[config.mk]
export PLATFORM = sky130hd
export DESIGN_NAME = csf_status_bank
export DESIGN_NICKNAME = d
export VERILOG_FILES = /design/src/core/csf_pkg.sv /design/src/core/csf_alu_flags.sv /design/src/core/csf_status_bank.sv
export SDC_FILE = /design/constraint.sdc
export NUM_CORES = 1
export LEC_CHECK = 0
export ABC_CLOCK_PERIOD_IN_PS = 4040
export BUFFER_PORTS_ARGS = -buffer_cell sky130_fd_sc_hd__buf_2
export CAP_MARGIN = 15
export CELL_PAD_IN_SITES_DETAIL_PLACEMENT = 1
export CELL_PAD_IN_SITES_GLOBAL_PLACEMENT = 1
export CORE_ASPECT_RATIO = 0.5
export CORE_MARGIN = 5
export CORE_UTILIZATION = 31
export DETAILED_ROUTE_END_ITERATION = 12
export HOLD_SLACK_MARGIN = 0.05
export MAX_ROUTING_LAYER = met4
export PLACE_DENSITY_LB_ADDON = 0.1
export SLEW_MARGIN = 40
export SYNTH_ARGS = -nofsm -noshare
export SYNTH_HDL_FRONTEND = slang
export SYNTH_SLANG_ARGS = --single-unit
export TNS_END_PERCENT = 50
[constraint.sdc]
create_clock -name sys_clk_i -period 4.04 [get_ports sys_clk_i]
set_input_delay 0.404 -clock sys_clk_i [delete_from_list [all_inputs] [get_ports sys_clk_i]]
set_output_delay 0.404 -clock sys_clk_i [all_outputs]
set_load 0.01 [all_outputs]
[src/core/csf_pkg.sv]
/*
 Shared constants and types for the core status and option register bank.
 Assumes a single 100 MHz clock and a synchronous active-high reset.
*/
package csf_pkg;
   // ***************************************************************
   // Register map
   // ***************************************************************
   localparam logic [7:0] STATUS_ADDR_B0 = 8'h03;
   localparam logic [7:0] STATUS_ADDR_B1 = 8'h83;
   localparam logic [7:0] OPTION_ADDR = 8'h81;
   localparam logic [7:0] BANK1_BASE = 8'h80;
   // ***************************************************************
   // Field positions of the status register and the option prescaler assign bit
   // ***************************************************************
   localparam int CARRY_POS = 0;
   localparam int NIBBLE_POS = 1;
   localparam int ZERO_POS = 2;
   localparam int PD_POS = 3;
   localparam int TO_POS = 4;
   localparam int BANK_LOW_POS = 5;
   localparam int BANK_HIGH_POS = 6;
   localparam int INDIRECT_POS = 7;
   localparam int PSA_POS = 3;
   // ***************************************************************
   // Reset values
   // ***************************************************************
   localparam logic [7:0] OPTION_RESET = 8'hFF;
   localparam logic [2:0] STATUS_UPPER_RESET = 3'h0;
   localparam logic [7:0] CLEAR_FILE_MASK = 8'h18;
   // ***************************************************************
   // Types
   // ***************************************************************
   typedef enum logic [3:0] {
      CSF_OP_NONE = 4'h1,
      CSF_OP_ADD = 4'h2,
      CSF_OP_SUB = 4'h4,
      CSF_OP_LOGIC = 4'h8
   } csf_op_e;
   typedef struct packed {
      logic zero;
      logic nibble_carry;
      logic carry;
   } csf_flags_s;
   typedef struct packed {
      logic wr;
      logic [7:0] addr;
      logic [7:0] data;
      logic clear_file;
      logic flags_upd;
   } csf_write_s;
endpackage

[src/core/csf_alu_flags.sv]
/*
 Flag generator for one ALU operation on two 8-bit operands.
 Assumes the operand pair and operation select are stable within a cycle.
*/
module csf_alu_flags
   import csf_pkg::*;
(
   // Operation
   input wire csf_pkg::csf_op_e op_i,
   input wire logic [7:0] a_i,
   input wire logic [7:0] b_i,
   input wire logic [7:0] logic_res_i,
   // Result
   output logic [7:0] result_o,
   output csf_pkg::csf_flags_s flags_o
);
   wire [8:0] sum9 = {1'b0, a_i} + {1'b0, b_i};
   // Subtraction adds the two's complement, so carry out means no borrow.
   wire [8:0] dif9 = {1'b0, a_i} + {1'b0, ~b_i} + 9'h001;
   wire [4:0] nsum = {1'b0, a_i[3:0]} + {1'b0, b_i[3:0]};
   wire [4:0] ndif = {1'b0, a_i[3:0]} + {1'b0, ~b_i[3:0]} + 5'h01;
   wire is_sub = (op_i == CSF_OP_SUB);
   wire is_logic = (op_i == CSF_OP_LOGIC);
   assign result_o = is_logic ? logic_res_i : (is_sub ? dif9[7:0] : sum9[7:0]);
   assign flags_o.zero = (result_o == 8'h00);
   assign flags_o.carry = is_sub ? dif9[8] : sum9[8];
   assign flags_o.nibble_carry = is_sub ? ndif[4] : nsum[4];
endmodule

[src/core/csf_status_bank.sv]
/*
 Status and option register bank of the small processor core.
 Assumes the execution unit presents one write per cycle with decoded flags.
*/
// Behaviour
// - Flag-updating writes to status ignore written zero, nibble and carry bits.
// - Status accepts writes from any instruction like a file register.
// - Instruction writes never change time-out or power-down flags.
// - Clear-file on status zeroes upper three bits, sets zero, keeps others.
// - Bank select low bit picks bank 0 or bank 1 at 80h.
// - Time-out set at power-up, watchdog clear, sleep; cleared on time-out.
// - Power-down set at power-up or watchdog clear; cleared by sleep.
// - Subtract carry and nibble carry are inverted borrows.
// - Option register is fully readable and writable.
// - Prescaler assign bit set gives watchdog prescaler, timer at 1:1.
module csf_status_bank
   import csf_pkg::*;
(
   // Clock and reset
   input wire logic sys_clk_i,
   input wire logic rst_i,
   // Register write port and read address
   input wire csf_pkg::csf_write_s wr_i,
   input wire logic [7:0] rd_addr_i,
   // ALU operands
   input wire csf_pkg::csf_op_e op_i,
   input wire logic [7:0] a_i,
   input wire logic [7:0] b_i,
   input wire logic [7:0] logic_res_i,
   // Reset-cause events
   input wire logic wdt_clear_i,
   input wire logic sleep_i,
   input wire logic wdt_timeout_i,
   // Direct addressing
   input wire logic [6:0] direct_addr_i,
   // Outputs
   output logic [7:0] rd_data_o,
   output logic [7:0] alu_result_o,
   output logic [7:0] status_o,
   output logic [7:0] option_o,
   output logic [7:0] direct_full_addr_o,
   output logic wdt_has_prescaler_o,
   output logic timer_prescaled_o
);
   import csf_pkg::*;
   // ***************************************************************
   // State
   // ***************************************************************
   logic [7:0] status;
   logic [7:0] option;
   csf_flags_s flags;
   logic [7:0] next_status;
   logic [7:0] next_option;

   csf_alu_flags u_alu (
      .op_i(op_i),
      .a_i(a_i),
      .b_i(b_i),
      .logic_res_i(logic_res_i),
      .result_o(alu_result_o),
      .flags_o(flags)
   );

   function automatic logic is_status(input logic [7:0] a);
      is_status = (a == STATUS_ADDR_B0) || (a == STATUS_ADDR_B1);
   endfunction

   wire st_wr = wr_i.wr && is_status(wr_i.addr);
   wire opt_wr = wr_i.wr && (wr_i.addr == OPTION_ADDR);
   wire flags_live = (op_i != CSF_OP_NONE) && wr_i.flags_upd;
   // ***************************************************************
   // Next-state decoding
   // ***************************************************************
   wire [7:0] wdata = wr_i.clear_file ? 8'h00 : wr_i.data;
   // Clear-file must leave nibble carry and carry alone, so it keeps the old flags.
   wire [2:0] wr_flags = wr_i.clear_file ? status[2:0] : wdata[2:0];
   // Flags from the ALU win over the written value on the same write.
   wire [2:0] flag_bits = flags_live ? {flags.zero, flags.nibble_carry, flags.carry}
      : (st_wr ? wr_flags : status[2:0]);
   wire [2:0] upper = st_wr ? wdata[7:5] : status[7:5];
   // Watchdog time-out beats the set events arriving in the same cycle.
   wire to_bit = wdt_timeout_i ? 1'b0 : ((wdt_clear_i || sleep_i) ? 1'b1 : status[TO_POS]);
   wire pd_bit = sleep_i ? 1'b0 : (wdt_clear_i ? 1'b1 : status[PD_POS]);
   // Clear-file on status forces zero through the flag path even with no ALU op.
   wire zero_fix = (st_wr && wr_i.clear_file) ? 1'b1 : flag_bits[2];
   assign next_status = {upper, to_bit, pd_bit, zero_fix, flag_bits[1:0]};
   assign next_option = opt_wr ? wr_i.data : option;

   always_ff @(posedge sys_clk_i) begin
      if (rst_i) begin
         status <= CLEAR_FILE_MASK;
         option <= OPTION_RESET;
      end else begin
         status <= next_status;
         option <= next_option;
      end
   end
   // ***************************************************************
   // Outputs
   // ***************************************************************
   assign status_o = status;
   assign option_o = option;
   wire rd_is_option = (rd_addr_i == OPTION_ADDR);
   assign rd_data_o = is_status(rd_addr_i) ? status
      : (rd_is_option ? option : 8'h00);
   assign direct_full_addr_o = status[BANK_LOW_POS] ? (BANK1_BASE | {1'b0, direct_addr_i})
      : {1'b0, direct_addr_i};
   assign wdt_has_prescaler_o = option[PSA_POS];
   assign timer_prescaled_o = ~option[PSA_POS];
   // ***************************************************************
   // Checks
   // ***************************************************************
   a_flag_mask_alu: assert property (@(posedge sys_clk_i) disable iff (rst_i)
      st_wr && flags_live |=> status[0] == $past(flags.carry)
      && status[2] == $past(flags.zero))
      else $error("status flags took the written value");
   a_cause_no_write: assert property (@(posedge sys_clk_i) disable iff (rst_i)
      st_wr && !wdt_clear_i && !sleep_i && !wdt_timeout_i |=> $stable(status[4:3]))
      else $error("cause flags changed by a write");
   a_clear_file_pat: assert property (@(posedge sys_clk_i) disable iff (rst_i)
      st_wr && wr_i.clear_file && !flags_live |=> status[7:5] == 3'h0 && status[2])
      else $error("clear of status wrong");
   a_timeout_clear: assert property (@(posedge sys_clk_i) disable iff (rst_i)
      wdt_timeout_i |=> !status[4])
      else $error("time-out flag not cleared");
   a_sleep_cause: assert property (@(posedge sys_clk_i) disable iff (rst_i)
      sleep_i && !wdt_timeout_i |=> status[4] && !status[3])
      else $error("sleep flags wrong");
   a_bank_map: assert property (@(posedge sys_clk_i) disable iff (rst_i)
      direct_full_addr_o[7] == status[5])
      else $error("bank select wrong");
   a_option_rw: assert property (@(posedge sys_clk_i) disable iff (rst_i)
      opt_wr |=> option == $past(wr_i.data))
      else $error("option write lost");
   a_sub_borrow: assert property (@(posedge sys_clk_i) disable iff (rst_i)
      op_i == CSF_OP_SUB |-> flags.carry == (a_i >= b_i))
      else $error("borrow polarity wrong");
   a_prescale_sel: assert property (@(posedge sys_clk_i) disable iff (rst_i)
      option[3] |-> wdt_has_prescaler_o && !timer_prescaled_o)
      else $error("prescaler assignment wrong");

   // A clear-file write must not disturb the two carry flags.
   a_clear_keeps_carry: assert property (@(posedge sys_clk_i) disable iff (rst_i)
      st_wr && wr_i.clear_file && !flags_live |=> status[1:0] == $past(status[1:0]))
      else $error("clear of status changed carry flags");

   a_alu_flags_land: assert property (@(posedge sys_clk_i) disable iff (rst_i)
      flags_live && !(st_wr && wr_i.clear_file)
      |=> status[2:0] == $past({flags.zero, flags.nibble_carry, flags.carry}))
      else $error("ALU flags not stored");

   a_plain_write: assert property (@(posedge sys_clk_i) disable iff (rst_i)
      st_wr && !flags_live && !wr_i.clear_file
      |=> status[7:5] == $past(wr_i.data[7:5]) && status[2:0] == $past(wr_i.data[2:0]))
      else $error("plain status write lost");

   a_wdt_clear_sets: assert property (@(posedge sys_clk_i) disable iff (rst_i)
      wdt_clear_i && !sleep_i && !wdt_timeout_i |=> status[4:3] == 2'b11)
      else $error("watchdog clear did not set cause flags");

   // Without an event the cause flags must hold, whatever else is written.
   a_to_hold: assert property (@(posedge sys_clk_i) disable iff (rst_i)
      !wdt_timeout_i && !wdt_clear_i && !sleep_i |=> status[4] == $past(status[4]))
      else $error("time-out flag moved without event");

   a_pd_hold: assert property (@(posedge sys_clk_i) disable iff (rst_i)
      !wdt_clear_i && !sleep_i |=> status[3] == $past(status[3]))
      else $error("power-down flag moved without event");

   a_option_hold: assert property (@(posedge sys_clk_i) disable iff (rst_i)
      !opt_wr |=> $stable(option))
      else $error("option changed without write");

   a_read_status: assert property (@(posedge sys_clk_i) disable iff (rst_i)
      is_status(rd_addr_i) |-> rd_data_o == status)
      else $error("status read wrong");

   a_read_option: assert property (@(posedge sys_clk_i) disable iff (rst_i)
      rd_is_option |-> rd_data_o == option)
      else $error("option read wrong");

   a_bank_offset: assert property (@(posedge sys_clk_i) disable iff (rst_i)
      direct_full_addr_o[6:0] == direct_addr_i)
      else $error("direct address offset wrong");

   a_add_carry: assert property (@(posedge sys_clk_i) disable iff (rst_i)
      op_i == CSF_OP_ADD |-> flags.carry == (({1'b0, a_i} + {1'b0, b_i}) > 9'h0FF))
      else $error("add carry wrong");
endmodule

Word-level counts from Yosys, hierarchy flattened
Cells that the tools add are included.

Logic and storage cells: 56. Input bits: 67. Flip-flop bits (word level): 16. Output and inout bits: 42.

Eq/ne operators: 11. Reduce and logical (&&, ||, !) cells: 14. Muxes and demuxes: 16. Bitwise gates (word level): 3. Add/sub/neg operators: 6.

Operator list (number): 8-bit 2-to-1 mux (6); 8-bit equality test (second input constant) (4); 8-bit by 8-bit adder with 9-bit output (2); 8-bit by 2-bit equality test with 1-bit output (second input constant) (2); 4-bit by 4-bit adder with 5-bit output (2); 9-bit by 1-bit adder with 9-bit output (second input constant) (1); 3-bit 2-to-1 mux (3); 8-bit zero test (1); 8-bit inverter (1); 1-bit 2-to-1 mux (7); 2-bit nonzero test (3); 5-bit by 1-bit adder with 5-bit output (second input constant) (1); 4-bit by 3-bit equality test with 1-bit output (second input constant) (1); 4-bit equality test (second input constant) (1); 1-bit logical AND (4); 4-bit by 1-bit != test with 1-bit output (second input constant) (1); 4-bit inverter (1); 2-bit AND reduction (2); 1-bit logical OR (3); 3-bit by 1-bit != test with 1-bit output (second input constant) (1); 3-bit nonzero test (1); 2-bit by 1-bit != test with 1-bit output (second input constant) (1); 1-bit inverter (1).

Depth between registers and ports, before layout
Gate-level depths: netlist of run 1.

Depth in word-level cells: 8. Depth in mapped cells: 11. Depth with buffers taken out: 11.

By module
From an unflattened synthesis of run 1, not the netlist that was laid out.

Cell total of the unflattened synthesis: 217. Area, all modules: 1717.9 µm².

By module, submodules not included: csf_alu_flags (area each 860.8 µm², sequential area each 0.0 µm², cells each 120, times used 1); csf_status_bank (area each 857.1 µm², sequential area each 320.3 µm², cells each 97, times used 1).

Worst setup path before layout of run 1
OpenSTA, ideal clock, no wires.

Kind: input to register. Start: input port a_i[0]. End: register status[2] (netlist: status_o[2]). Arrival: 2.527 ns. Setup time: 0.116 ns. Slack: 1.397 ns. Cell stages on the path: 9. Data required time: 3.924 ns. Buffers on the path: 0. Cell sequence: ha_1 > fa_1 > nor2b_1 > o21ai_0 > a31oi_1 > or4_1 > a31oi_1 > nor4_1 > a41o_1.

Longest elaborated chain between the ends: 7. Elaborated cells on any way between the ends: 8. Classes of those cells: add/sub: 3; mux: 4; reduce/logical: 1.

Ends and longest elaborated chain: start: declaration (line csf_status_bank.sv:27) `input wire logic [7:0] a_i,`; 8-bit by 8-bit adder with 9-bit output (line csf_alu_flags.sv:19) `wire [8:0] dif9 = {1'b0, a_i} + {1'b0, ~b_i} + 9'h001;`; 9-bit by 1-bit adder with 9-bit output (line csf_alu_flags.sv:19); 8-bit 2-to-1 mux * (2 in series) (line csf_alu_flags.sv:24) `assign result_o = is_logic ? logic_res_i : (is_sub ? dif9[7:0] : sum9[7:0]);`; net alu_result_o[6] (line csf_status_bank.sv:38) `output logic [7:0] alu_result_o,`; 8-bit zero test * (line csf_alu_flags.sv:25) `assign flags_o.zero = (result_o == 8'h00);`; 3-bit 2-to-1 mux * (line csf_status_bank.sv:78) `wire [2:0] flag_bits = flags_live ? {flags.zero, flags.nibble_carry, flags.carry}`; 1-bit 2-to-1 mux * (line csf_status_bank.sv:85) `wire zero_fix = (st_wr && wr_i.clear_file) ? 1'b1 : flag_bits[2];`; end signal: assignment (line csf_status_bank.sv:94) `status <= next_status;`; end: declaration (line csf_status_bank.sv:49) `logic [7:0] status;`.

The timed path passes the listed nets; every way through them passes the cells marked *. A chain may end at the register's enable or synchronous reset.

Worst setup path after layout of run 1
Start: input port a_i[0]. End: output port alu_result_o[6].

Longest elaborated chain between the ends: 4. Elaborated cells on any way between the ends: 5. Classes of those cells: add/sub: 3; mux: 2.

Ends and longest elaborated chain (line): 8-bit by 8-bit adder with 9-bit output (csf_alu_flags.sv:19); 9-bit by 1-bit adder with 9-bit output (csf_alu_flags.sv:19); 8-bit 2-to-1 mux * (2 in series) (csf_alu_flags.sv:24); end: declaration (csf_status_bank.sv:38).

Every way passes the cells marked *; elsewhere a longest branch is shown, timed or not.

==> results by group, run 1 <==
Yosys
  • Seq cells post-synth: 16
  • Cell count after synthesis: 223
  • Number of enable flip-flop cells after synthesis: 0
  • Syn nets: 309
  • Primary FF master, synth: dfxtp_1
  • Netlist cell types: 42
  • Sequential-to-total area share from yosys stat: 0.191
  • Warnings from Yosys: 0
  • Avg Inst Size Synth: 7.51 um2
  • Post-synthesis cell area: 0.00167 mm2
  • FFs w/ async S/R, synth: 0

Timing
  • Worst clock skew: 0 ns
  • Hold Fails Final Rpt: 0
  • Unrepaired setup endpoints after global routing: false
  • Worst-Margin Slew: 0.627 ns
  • Fin crit period: 2.96 ns
  • Tcrit/Tclk final: 0.733
  • Final slew viol count: 0
  • Worst slew margin: 0.571
  • Post-route setup slack: 1.08 ns
  • Fin Setup TNS: 0 ns
  • Final setup vio count: 0
  • Fmax: 338 MHz

Global routing
  • Initial antenna violation count: 0
  • First-pass GRT wire length: 8.85 mm
  • All-layer global routing usage: 0.158
  • GRT overflow: 0
  • Number of global-route vias before repair: 2022
  • Largest net degree at the start of global routing: 18

Detailed routing
  • Via density: 4.94
  • Vias: 1869
  • DRC errors left: 0
  • Drt initial violations: 52
  • ANT nets after route: 0
  • Pre-antenna DRT Iters: 4
  • Total wire length: 5.57 mm
  • Avg WL per Cell: 14.7 um

Worst setup path
  • WP data required: 3.64 ns
  • Slowest stage cell on the critical path: or4_1
  • Worst flop-to-flop path endpoint: status_o[2]
  • CP startpoint kind: input port
  • Critical Path AT: 2.56 ns
  • Worst Setup SP: a_i[0]
  • Internal reg-to-reg setup slack: 3.17 ns
  • Critical Path, Cell by Cell: buf_2 > ha_1 > fa_1 > nor2b_1 > o21ai_0 > a31oi_1 > or4_1 > a31oi_1 > buf_2
  • Family with the most delay on the worst path: simple AND/OR/NAND/NOR gates
  • CP Class: in -> out
  • CP endpoint: alu_result_o[6]
  • CP bufs+invs: 2
  • Worst r2r src: status_o[2]
  • Crit Path Max Fanout: 2
  • Critical Path Stages: 9
  • Crit-path max cell delay: 0.49 ns
  • CP Capture Type: primary output
  • Cell depth of the worst flop-to-flop path: 3

Job
  • Max-cap violations: 0

Clock tree
  • CTS Root Cell: clkbuf_8
  • CTS tree: done
  • Setup Fix Bufs, Post-CTS: 0
  • CTS-repair resized insts: 0
  • Clock transition at path regs: 0.06 ns
  • CTS H-Tree Depth: 1
  • Clock buffer depth: 2
  • Hold_buf cts: 0
  • Clock latency on the worst-skew pair: 0.24 ns
  • Clock sinks: 16
  • CTS buffer count: 3

Floorplan
  • # rows: 18
  • Num ports: 109
  • Core region area: 0.00507 mm2
  • Die area: 0.00706 mm2
  • Initial Util: 0.330
  • Die H: 62.0 um
  • Die Wd: 114 um

Pwr
  • Pwr Density: 225 mW/mm2
  • Leak: 1.14 nW
  • Combinational group share of total power: 0.387
  • Clock power frac: 0.284
  • Net Switching: 0.162 mW
  • Internal: 0.335 mW
  • Power, Total: 0.497 mW
  • Switching part of the total power: 0.326
  • VDD IR-drop max: 0.000171 V
  • Flop pwr share: 0.329

Final layout
  • Final #Nets: 395
  • Non-Filler Instances: 378
  • FILL cells: 685
  • Antenna diodes: 0
  • Area Growth Syn to Fin: 32.1%
  • Post-layout util: 0.436
  • Most common cell after layout, fill and taps aside: buf_2
  • Layout cells sized above 1: 0.331
  • Most frequent cells in the layout: buf_2, nor2_1, inv_1, a21oi_1, ha_1

Place
  • Post-DP HPWL: 4.71 mm
  • Number of port buffers: 94
  • Placed Cells: 374
  • Worst slack, placed: 1.08 ns
  • Gp weighted congestion: 0.796

Run status
  • Outcome: finished, final reports clean

Min path
  • Min-Delay Path Class: in -> reg
## cell type report
| type | count | area (um2) | share of cell area |
|---|---|---|---|
| flip-flops and latches | 16 | 320 | 0.145 |
| well taps | 70 | 87.6 | 0.0396 |
| multi-input cells | 165 | 1160 | 0.525 |
| clock buffers | 4 | 55.1 | 0.0249 |
| repair buffers | 96 | 485 | 0.220 |
| inverters | 27 | 101 | 0.0458 |
## logic make-up after synthesis
kind of cell / share of synthesized area
AOI/OAI and AO/OA: 0.304
xor gates and xnor gates: 0.0262
and+or+nand+nor: 0.212
adders and majority gates: 0.151
buffers and inverters: 0.115
DFF: 0.191
## layer usage
layer	up-vias	wire length, um	global-route usage
li1	951	-	-
met3	6	232	0.0174
met5	-	0	-
met1	875	2530	0.189
met2	37	2790	0.295
met4	0	10	0.0355
## synthesized netlist by cell type, drive strengths merged (4+ instances only)
master  instances  area [um2]
buf            10        72.6
a21o            4        30.0
clkbuf          5        18.8
nand2          11        41.3
xnor2           4        35.0
a22o            9        78.8
dfxtp          16         320
a211o           9        78.8
o21bai          4        30.0
nor2           29         109
nor3            4        20.0
nor2b           4        25.0
o21ai          11        55.1
a21oi          19        95.1
ha             17         213
inv            27         101
## worst min-delay path by stage
stage	startpoint	end	slack, ns	cells past startpoint
3_3_place_gp	option_o[0]	option_o[0]	0.47	1
4_1_cts	sleep_i	status_o[3]	0.34	2
5_1_grt	wdt_timeout_i	status_o[4]	0.34	2
2_1_floorplan	sleep_i	status_o[3]	0.51	1
3_5_place_dp	option_o[5]	option_o[5]	0.48	1
6_report	wdt_timeout_i	status_o[4]	0.35	2
## power groups by stage
stage	logic, mW	clock network, mW	registers (mW)
4_1_cts	0.195	0.147	0.163
2_1_floorplan	0.115	0	0.168
3_5_place_dp	0.194	0	0.167
6_report	0.193	0.141	0.164
5_1_grt	0.216	0.153	0.164
3_3_place_gp	0.190	0	0.167
## worst register-to-register path, stage by stage, from the launching register on
cell and delay [ns]:
dfxtp_1 0.32, a31oi_1 0.16, nor2_1 0.06, a41o_1 0.22
## sequential cells by signal, indices dropped and copies added, names as in the netlist
| register | count |
|---|---|
| option_o | 8 |
| status_o | 8 |
## through the flow
| stage | hold WS (ns) | instance area (um2) |
|---|---|---|
| after floorplan | 0.506 | 1670 |
| after global placement | 0.467 | 2160 |
| after detailed placement | 0.479 | 2160 |
| after CTS | 0.344 | 2210 |
| after global routing | 0.340 | 2210 |
| final | 0.351 | 2210 |
No activity file was read; power rests on OpenSTA's default activity.
==> run 2: changes to the inputs <==
ABC_CLOCK_PERIOD_IN_PS = 2700   (was 4040)
CORE_UTILIZATION = 26   (was 31)
clock period = 2.7 ns   (was 4.04 ns; I/O delays follow)
==> run 2 against run 1 <==
  * Sequential power increased by 49%
  * Design area increased by 4.4%
  * Flip-flop and latch count unchanged
  * Clock-buffer cell count unchanged
  * Setup slack got worse by 0.98 ns
  * Via count grew 1.0%
  * Final cell count up 5.8%
  * Largest cell class unchanged
  * Clock skew stayed put
  * Global-route usage shrank 1.6 points
  * Sequential share of layout area decreased by 0.61 points
  * Die area increased by 17%
  * Worst hold slack lost 0.13 ns
==> results by group, run 2 (synthesis gave the netlist of run 1 again) <==
Worst setup path
  • Slowest stage cell on the critical path: or4_1
  • Worst flop-to-flop path endpoint: status_o[2]
  • CP Class: in -> out
  • Critical Path Stages: 9 (unchanged)
  • CP bufs+invs: 2 (unchanged)
  • CP endpoint: alu_result_o[6]
  • Crit-path most repeated cell: buf_2
  • CP Capture Type: primary output
  • Critical Path, Cell by Cell: buf_2 > ha_1 > fa_1 > nor2b_1 > o21ai_1 > a31oi_1 > or4_1 > a31oi_2 > buf_2
  • Critical Path AT: 2.33 ns (-0.23 ns)
  • WP data required: 2.43 ns (-1.21 ns)
  • CP startpoint kind: input port
  • Family with the most delay on the worst path: simple AND/OR/NAND/NOR gates
  • Worst Setup SP: a_i[0]
  • Crit Path Max Fanout: 2 (unchanged)
  • Internal reg-to-reg setup slack: 1.86 ns (-1.31 ns)
  • Cell depth of the worst flop-to-flop path: 3 (unchanged)
  • Worst r2r src: status_o[2]
  • Crit-path max cell delay: 0.51 ns (+0.02 ns)

Timing
  • Fmax: 384 MHz
  • Worst-Margin Slew: 0.665 ns (+0.0376 ns)
  • Fin Setup TNS: 0 ns (unchanged)
  • Final slew viol count: 0 (unchanged)
  • Hold Fails Final Rpt: 0 (unchanged)
  • Hold WS: 0.217 ns (-0.133 ns)
  • Tcrit/Tclk final: 0.964
  • Final setup vio count: 0 (unchanged)
  • Unrepaired setup endpoints after global routing: false
  • Worst clock skew: 0 ns (unchanged)
  • Fin crit period: 2.60 ns
  • Worst slew margin: 0.555 (-0.0159)

Detailed routing
  • ANT nets after route: 0 (unchanged)
  • Drt initial violations: 42 (-19%)
  • Pre-antenna DRT Iters: 4 (unchanged)
  • DRC errors left: 0 (unchanged)
  • Met2 WL: 2.77 mm (-0.89%)
  • Routed met3 length: 257 um (+11%)
  • Vias: 1888 (+1.0%)
  • Via density: 4.72 (-4.5%)
  • M1 wire length: 2.68 mm (+5.8%)
  • Max Used Layer: met4
  • Avg WL per Cell: 14.3 um (-3.0%)
  • Total wire length: 5.72 mm (+2.7%)

Final layout
  • Area Growth Syn to Fin: 37.9%
  • Antenna diodes: 0 (unchanged)
  • Most frequent cells in the layout: buf_2, nor2_1, inv_1, a21oi_1, ha_1
  • Non-Filler Instances: 400 (+5.8%)
  • Most common cell after layout, fill and taps aside: buf_2
  • Layout cells sized above 1: 0.346 (+0.0150)
  • Final #Nets: 399 (+1.0%)

Global routing
  • All-layer global routing usage: 0.143 (-0.0156)
  • Largest net degree at the start of global routing: 18 (unchanged)
  • Number of global-route vias before repair: 2027 (+0.25%)
  • GRT overflow: 0 (unchanged)
  • First-pass GRT wire length: 9.19 mm (+3.8%)
  • Initial antenna violation count: 0 (unchanged)

Floorplan
  • Core region area: 0.00616 mm2 (+21%)
  • Num ports: 109 (unchanged)
  • Die H: 66.7 um (+7.7%)
  • Die Wd: 123 um (+8.4%)
  • Initial Util: 0.272 (-0.0584)
  • Die area: 0.00824 mm2 (+17%)
  • # rows: 20 (+2)

Clock tree
  • CTS buffer count: 3 (unchanged)
  • Clock transition at path regs: 0.05 ns (about the same)
  • Setup Fix Bufs, Post-CTS: 0 (unchanged)
  • Hold_buf cts: 0 (unchanged)
  • CTS Root Cell: clkbuf_16
  • Clock buffer depth: 2 (unchanged)
  • Clock latency on the worst-skew pair: 0.24 ns (about the same)
  • CTS tree: done
  • CTS H-Tree Depth: 1 (unchanged)
  • Clock sinks: 16 (unchanged)

Place
  • Placed Cells: 396 (+5.9%)
  • Post-DP HPWL: 4.78 mm (+1.5%)
  • Number of port buffers: 94 (unchanged)
  • Gp weighted congestion: 0.793 (-0.39%)

Pwr
  • Pwr Density: 373 mW/mm2 (+66%)
  • Leak: 1.17 nW (+3.3%)
  • VDD IR-drop max: 0.000185 V (+8.3%)
  • Power, Total: 0.862 mW (+73%)

Job
  • Max-cap violations: 0 (unchanged)

Min path
  • Min-Delay Path Class: in -> reg

Run status
  • Outcome: finished, final reports clean
==> run 2: cell types whose count changed in the layout (fill, tap and decap cells not counted) <==
| cell | change |
|---|---|
| a31oi_2 | +1 |
| nor3b_2 | +1 |
| o21ai_1 | +1 |
| clkbuf_8 | -3 |
| a31oi_1 | -1 |
| clkbuf_16 | +3 |
| o21ai_0 | -1 |
| nor3b_1 | -1 |
| buf_4 | +4 |
==> run 2: worst reg2reg max path, delay by kind of cell (launching register included) <==
kind               cells  cell delay [ns]
DFF                    1             0.32
and+or+nand+nor        1             0.06
AOI/OAI and AO/OA      2             0.35
==> run 2: worst min path at each step <==
stage                  start           to  cells past startpoint
4_1_cts        wdt_timeout_i  status_o[4]                      2
3_5_place_dp   wdt_timeout_i  status_o[4]                      2
3_3_place_gp   wdt_timeout_i  status_o[4]                      2
2_1_floorplan        sleep_i  status_o[3]                      1
5_1_grt        wdt_timeout_i  status_o[4]                      2
6_report       wdt_timeout_i  status_o[4]                      2
==> run 2: what timing repair did <==
action / in CTS / in global routing
setup endpoints to repair: 0 / 1
endpoints found under the hold margin: 0 / 0
gates resized for setup: 0 / 3
==> run 2: power breakdown <==
group / internal (mW) / switching [mW] / total (mW) / leakage, nW
Clock: 0.225 / 0.0926 / 0.318 / 0.0442
Sequential: 0.241 / 0.00400 / 0.245 / 0.130
Combinational: 0.136 / 0.163 / 0.299 / 0.998
==> run 2: routing by layer <==
layer,global-route usage,vias up
met5,-,-
met4,0.0234,0
met3,0.0263,2
met2,0.251,42
met1,0.175,884
li1,-,960
==> run 2: final cells by class <==
| cell class | count | area [um2] |
|---|---|---|
| repair buffers | 100 | 515 |
| well taps | 88 | 110 |
| multi-input cells | 165 | 1170 |
| fillers | 816 | 3850 |
| clock buffers | 4 | 88.8 |
| inverters | 27 | 101 |
| flip-flops and latches | 16 | 320 |
==> run 2: metrics by stage <==
stage	util	instance area (um2)	setup slack (ns)
after floorplan	-	1670	0.191
after global placement	0.359	2210	0.0829
after detailed placement	0.359	2210	0.0258
after CTS	0.373	2300	0.0207
after global routing	0.375	2310	0.00239
final	0.375	2310	0.0967
==> run 3: changes to the inputs <==
CTS_BUF_LIST = sky130_fd_sc_hd__clkbuf_8   (was unset)
RECOVER_POWER = 50   (was unset)
==> run 3 against run 2 <==
  * Sequential share of layout area increased by 0.35 points
  * Design area shrank 2.5%
  * First-iteration DRC count up 4.8%
  * Worst hold slack worse by 0.010 ns
  * Clock skew stayed put
  * Utilization fell by 0.94 points
  * Critical path depth is the same
  * Critical path type unchanged
  * Critical endpoint unchanged
==> results by group, run 3 (synthesis gave the netlist of run 1 again) <==
Clock tree
  • CTS Root Cell: clkbuf_8
  • Clock buffer depth: 2 (unchanged)
  • Setup Fix Bufs, Post-CTS: 0 (unchanged)
  • Clock sinks: 16 (unchanged)
  • CTS H-Tree Depth: 1 (unchanged)
  • CTS tree: done
  • Clock transition at path regs: 0.07 ns (+0.02 ns)
  • Clock latency on the worst-skew pair: 0.25 ns (about the same)
  • CTS buffer count: 3 (unchanged)

Worst setup path
  • Crit-path max cell delay: 0.51 ns (about the same)
  • Critical Path, Cell by Cell: buf_2 > ha_1 > fa_1 > nor2b_1 > o21ai_1 > a31oi_1 > or4_1 > a31oi_2 > buf_2
  • Internal reg-to-reg setup slack: 1.86 ns (about the same)
  • WP data required: 2.43 ns (about the same)
  • Crit Path Max Fanout: 2 (unchanged)
  • CP Capture Type: primary output
  • CP startpoint kind: input port
  • Worst r2r src: status_o[2]
  • Worst flop-to-flop path endpoint: status_o[2]
  • Cell depth of the worst flop-to-flop path: 3 (unchanged)
  • CP Class: in -> out
  • Slowest stage cell on the critical path: or4_1
  • Crit-path most repeated cell: buf_2
  • Critical Path AT: 2.33 ns (about the same)

Global routing
  • GRT Max-Usage Layer: met2
  • Met2 track demand over resource: 0.252 (+0.000676)
  • Met1 GRT Util: 0.174 (-0.000506)
  • Number of global-route vias before repair: 2024 (-0.15%)
  • All-layer global routing usage: 0.143 (unchanged)
  • Met3 GRT Util: 0.0263 (unchanged)
  • Largest net degree at the start of global routing: 18 (unchanged)
  • First-pass GRT wire length: 9.18 mm (-0.14%)
  • GRT overflow: 0 (unchanged)
  • Initial antenna violation count: 0 (unchanged)

Detailed routing
  • Via density: 4.74 (+0.32%)
  • Total wire length: 5.71 mm (-0.12%)
  • ANT nets after route: 0 (unchanged)
  • Drt initial violations: 44 (+4.8%)
  • Pre-antenna DRT Iters: 4 (unchanged)
  • Vias: 1894 (+0.32%)
  • Avg WL per Cell: 14.3 um (-0.12%)
  • DRC errors left: 0 (unchanged)

Final layout
  • Most common cell after layout, fill and taps aside: buf_2
  • Antenna diodes: 0 (unchanged)
  • FILL cells: 821 (+0.61%)
  • Multi-input gate area: 0.00117 mm2 (unchanged)
  • Layout cells sized above 1: 0.285 (-0.0609)
  • Most frequent cells in the layout: buf_2, nor2_1, inv_1, a21oi_1, clkbuf_1
  • Area Growth Syn to Fin: 34.5%
  • Final instance area: 0.00225 mm2 (-2.5%)
  • Final #Nets: 399 (unchanged)
  • Seq. cell area: 320 um2 (unchanged)

Timing
  • Worst clock skew: 0 ns (unchanged)
  • Fin Setup TNS: 0 ns (unchanged)
  • Tcrit/Tclk final: 0.964 (about the same)
  • Final setup vio count: 0 (unchanged)
  • Final slew viol count: 0 (unchanged)
  • Fmax: 384 MHz (about the same)
  • Hold Fails Final Rpt: 0 (unchanged)
  • Unrepaired setup endpoints after global routing: false
  • Fin crit period: 2.60 ns (+0.0000267 ns)
  • Worst slew margin: 0.560 (+0.00449)
  • Worst-Margin Slew: 0.658 ns (-0.00671 ns)

Min path
  • Hold-critical path depth: 2 (unchanged)
  • HP Start: wdt_timeout_i
  • Hold Path End: status_o[4]
  • Min-Delay Path Class: in -> reg

Place
  • Number of port buffers: 94 (unchanged)
  • Post-DP HPWL: 4.78 mm (unchanged)
  • Gp weighted congestion: 0.793 (unchanged)
  • Dpl cell area: 0.00221 mm2 (unchanged)

Pwr
  • VDD IR-drop max: 0.000153 V (-17%)
  • Internal: 0.505 mW (-16%)
  • Flop pwr share: 0.324 (+0.039)
  • Leak: 1.11 nW (-5.4%)
  • Clock power frac: 0.283 (-0.085)
  • Net Switching: 0.252 mW (-2.8%)
  • Pwr Density: 336 mW/mm2 (-9.9%)
  • Switching part of the total power: 0.333 (+0.0320)
  • Combinational group share of total power: 0.393 (+0.046)

Floorplan
  • Num ports: 109 (unchanged)
  • Die Wd: 123 um (unchanged)
  • # rows: 20 (unchanged)
  • Core region area: 0.00616 mm2 (unchanged)
  • Die area: 0.00824 mm2 (unchanged)
  • Die H: 66.7 um (unchanged)
  • Initial Util: 0.272 (unchanged)

Job
  • Max-cap violations: 0 (unchanged)

Run status
  • Outcome: finished, final reports clean
[run 3: per-stage QoR]
step / power [mW] / worst slack (ns) / util / std cells / hold WS [ns]
finish: 0.757 / 0.0966 / 0.366 / 400 / 0.207
global route: 0.812 / 0.00239 / 0.366 / 400 / 0.191
CTS: 0.765 / 0.0207 / 0.368 / 400 / 0.206
detailed placement: 0.547 / 0.0258 / 0.359 / 396 / 0.476
global placement: 0.543 / 0.0829 / 0.359 / 396 / 0.461
floorplan: 0.424 / 0.191 / - / 223 / 0.372
[run 3: worst max-delay path by stage]
stage	slack [ns]	startpoint	depth (start not counted)	to
2_1_floorplan	0.19	a_i[0]	9	status_o[2]
3_3_place_gp	0.08	a_i[0]	9	alu_result_o[6]
3_5_place_dp	0.03	a_i[0]	10	status_o[2]
4_1_cts	0.02	a_i[0]	9	alu_result_o[6]
5_1_grt	0.002	b_i[0]	9	alu_result_o[6]
6_report	0.1	a_i[0]	9	alu_result_o[6]
[run 3: layout make-up]
type / instances / area share
Clock buffer: 4 / 0.0245
Inverter: 27 / 0.0450
Multi-Input combinational cell: 165 / 0.521
Sequential cell: 16 / 0.142
Tap cell: 88 / 0.0489
Timing Repair Buffer: 100 / 0.218
[run 3: critical path: cells and delay by family]
family	cells	cell delay [ns]
and+or+nand+nor	2	0.66
buffers and inverters	2	0.28
AOI/OAI and AO/OA	3	0.52
adders and majority gates	2	0.60
[run 3: power groups by stage]
stage | sequential (mW) | combinational, mW | clock [mW]
3_5_place_dp | 0.250 | 0.296 | 0
4_1_cts | 0.245 | 0.298 | 0.222
3_3_place_gp | 0.250 | 0.293 | 0
2_1_floorplan | 0.252 | 0.172 | 0
6_report | 0.245 | 0.298 | 0.215
5_1_grt | 0.246 | 0.330 | 0.236
[run 3: repair_timing]
item	in CTS	in global routing
gates resized for setup	0	3
endpoints found under the setup margin	0	1
hold buffers	0	0
[run 3: per-layer routing]
| layer | part of all wire | routed length, um |
|---|---|---|
| met2 | 0.48 | 2770 |
| met5 | 0 | 0 |
| met3 | 0.043 | 245 |
| met4 | 0.0037 | 21 |
| met1 | 0.47 | 2680 |
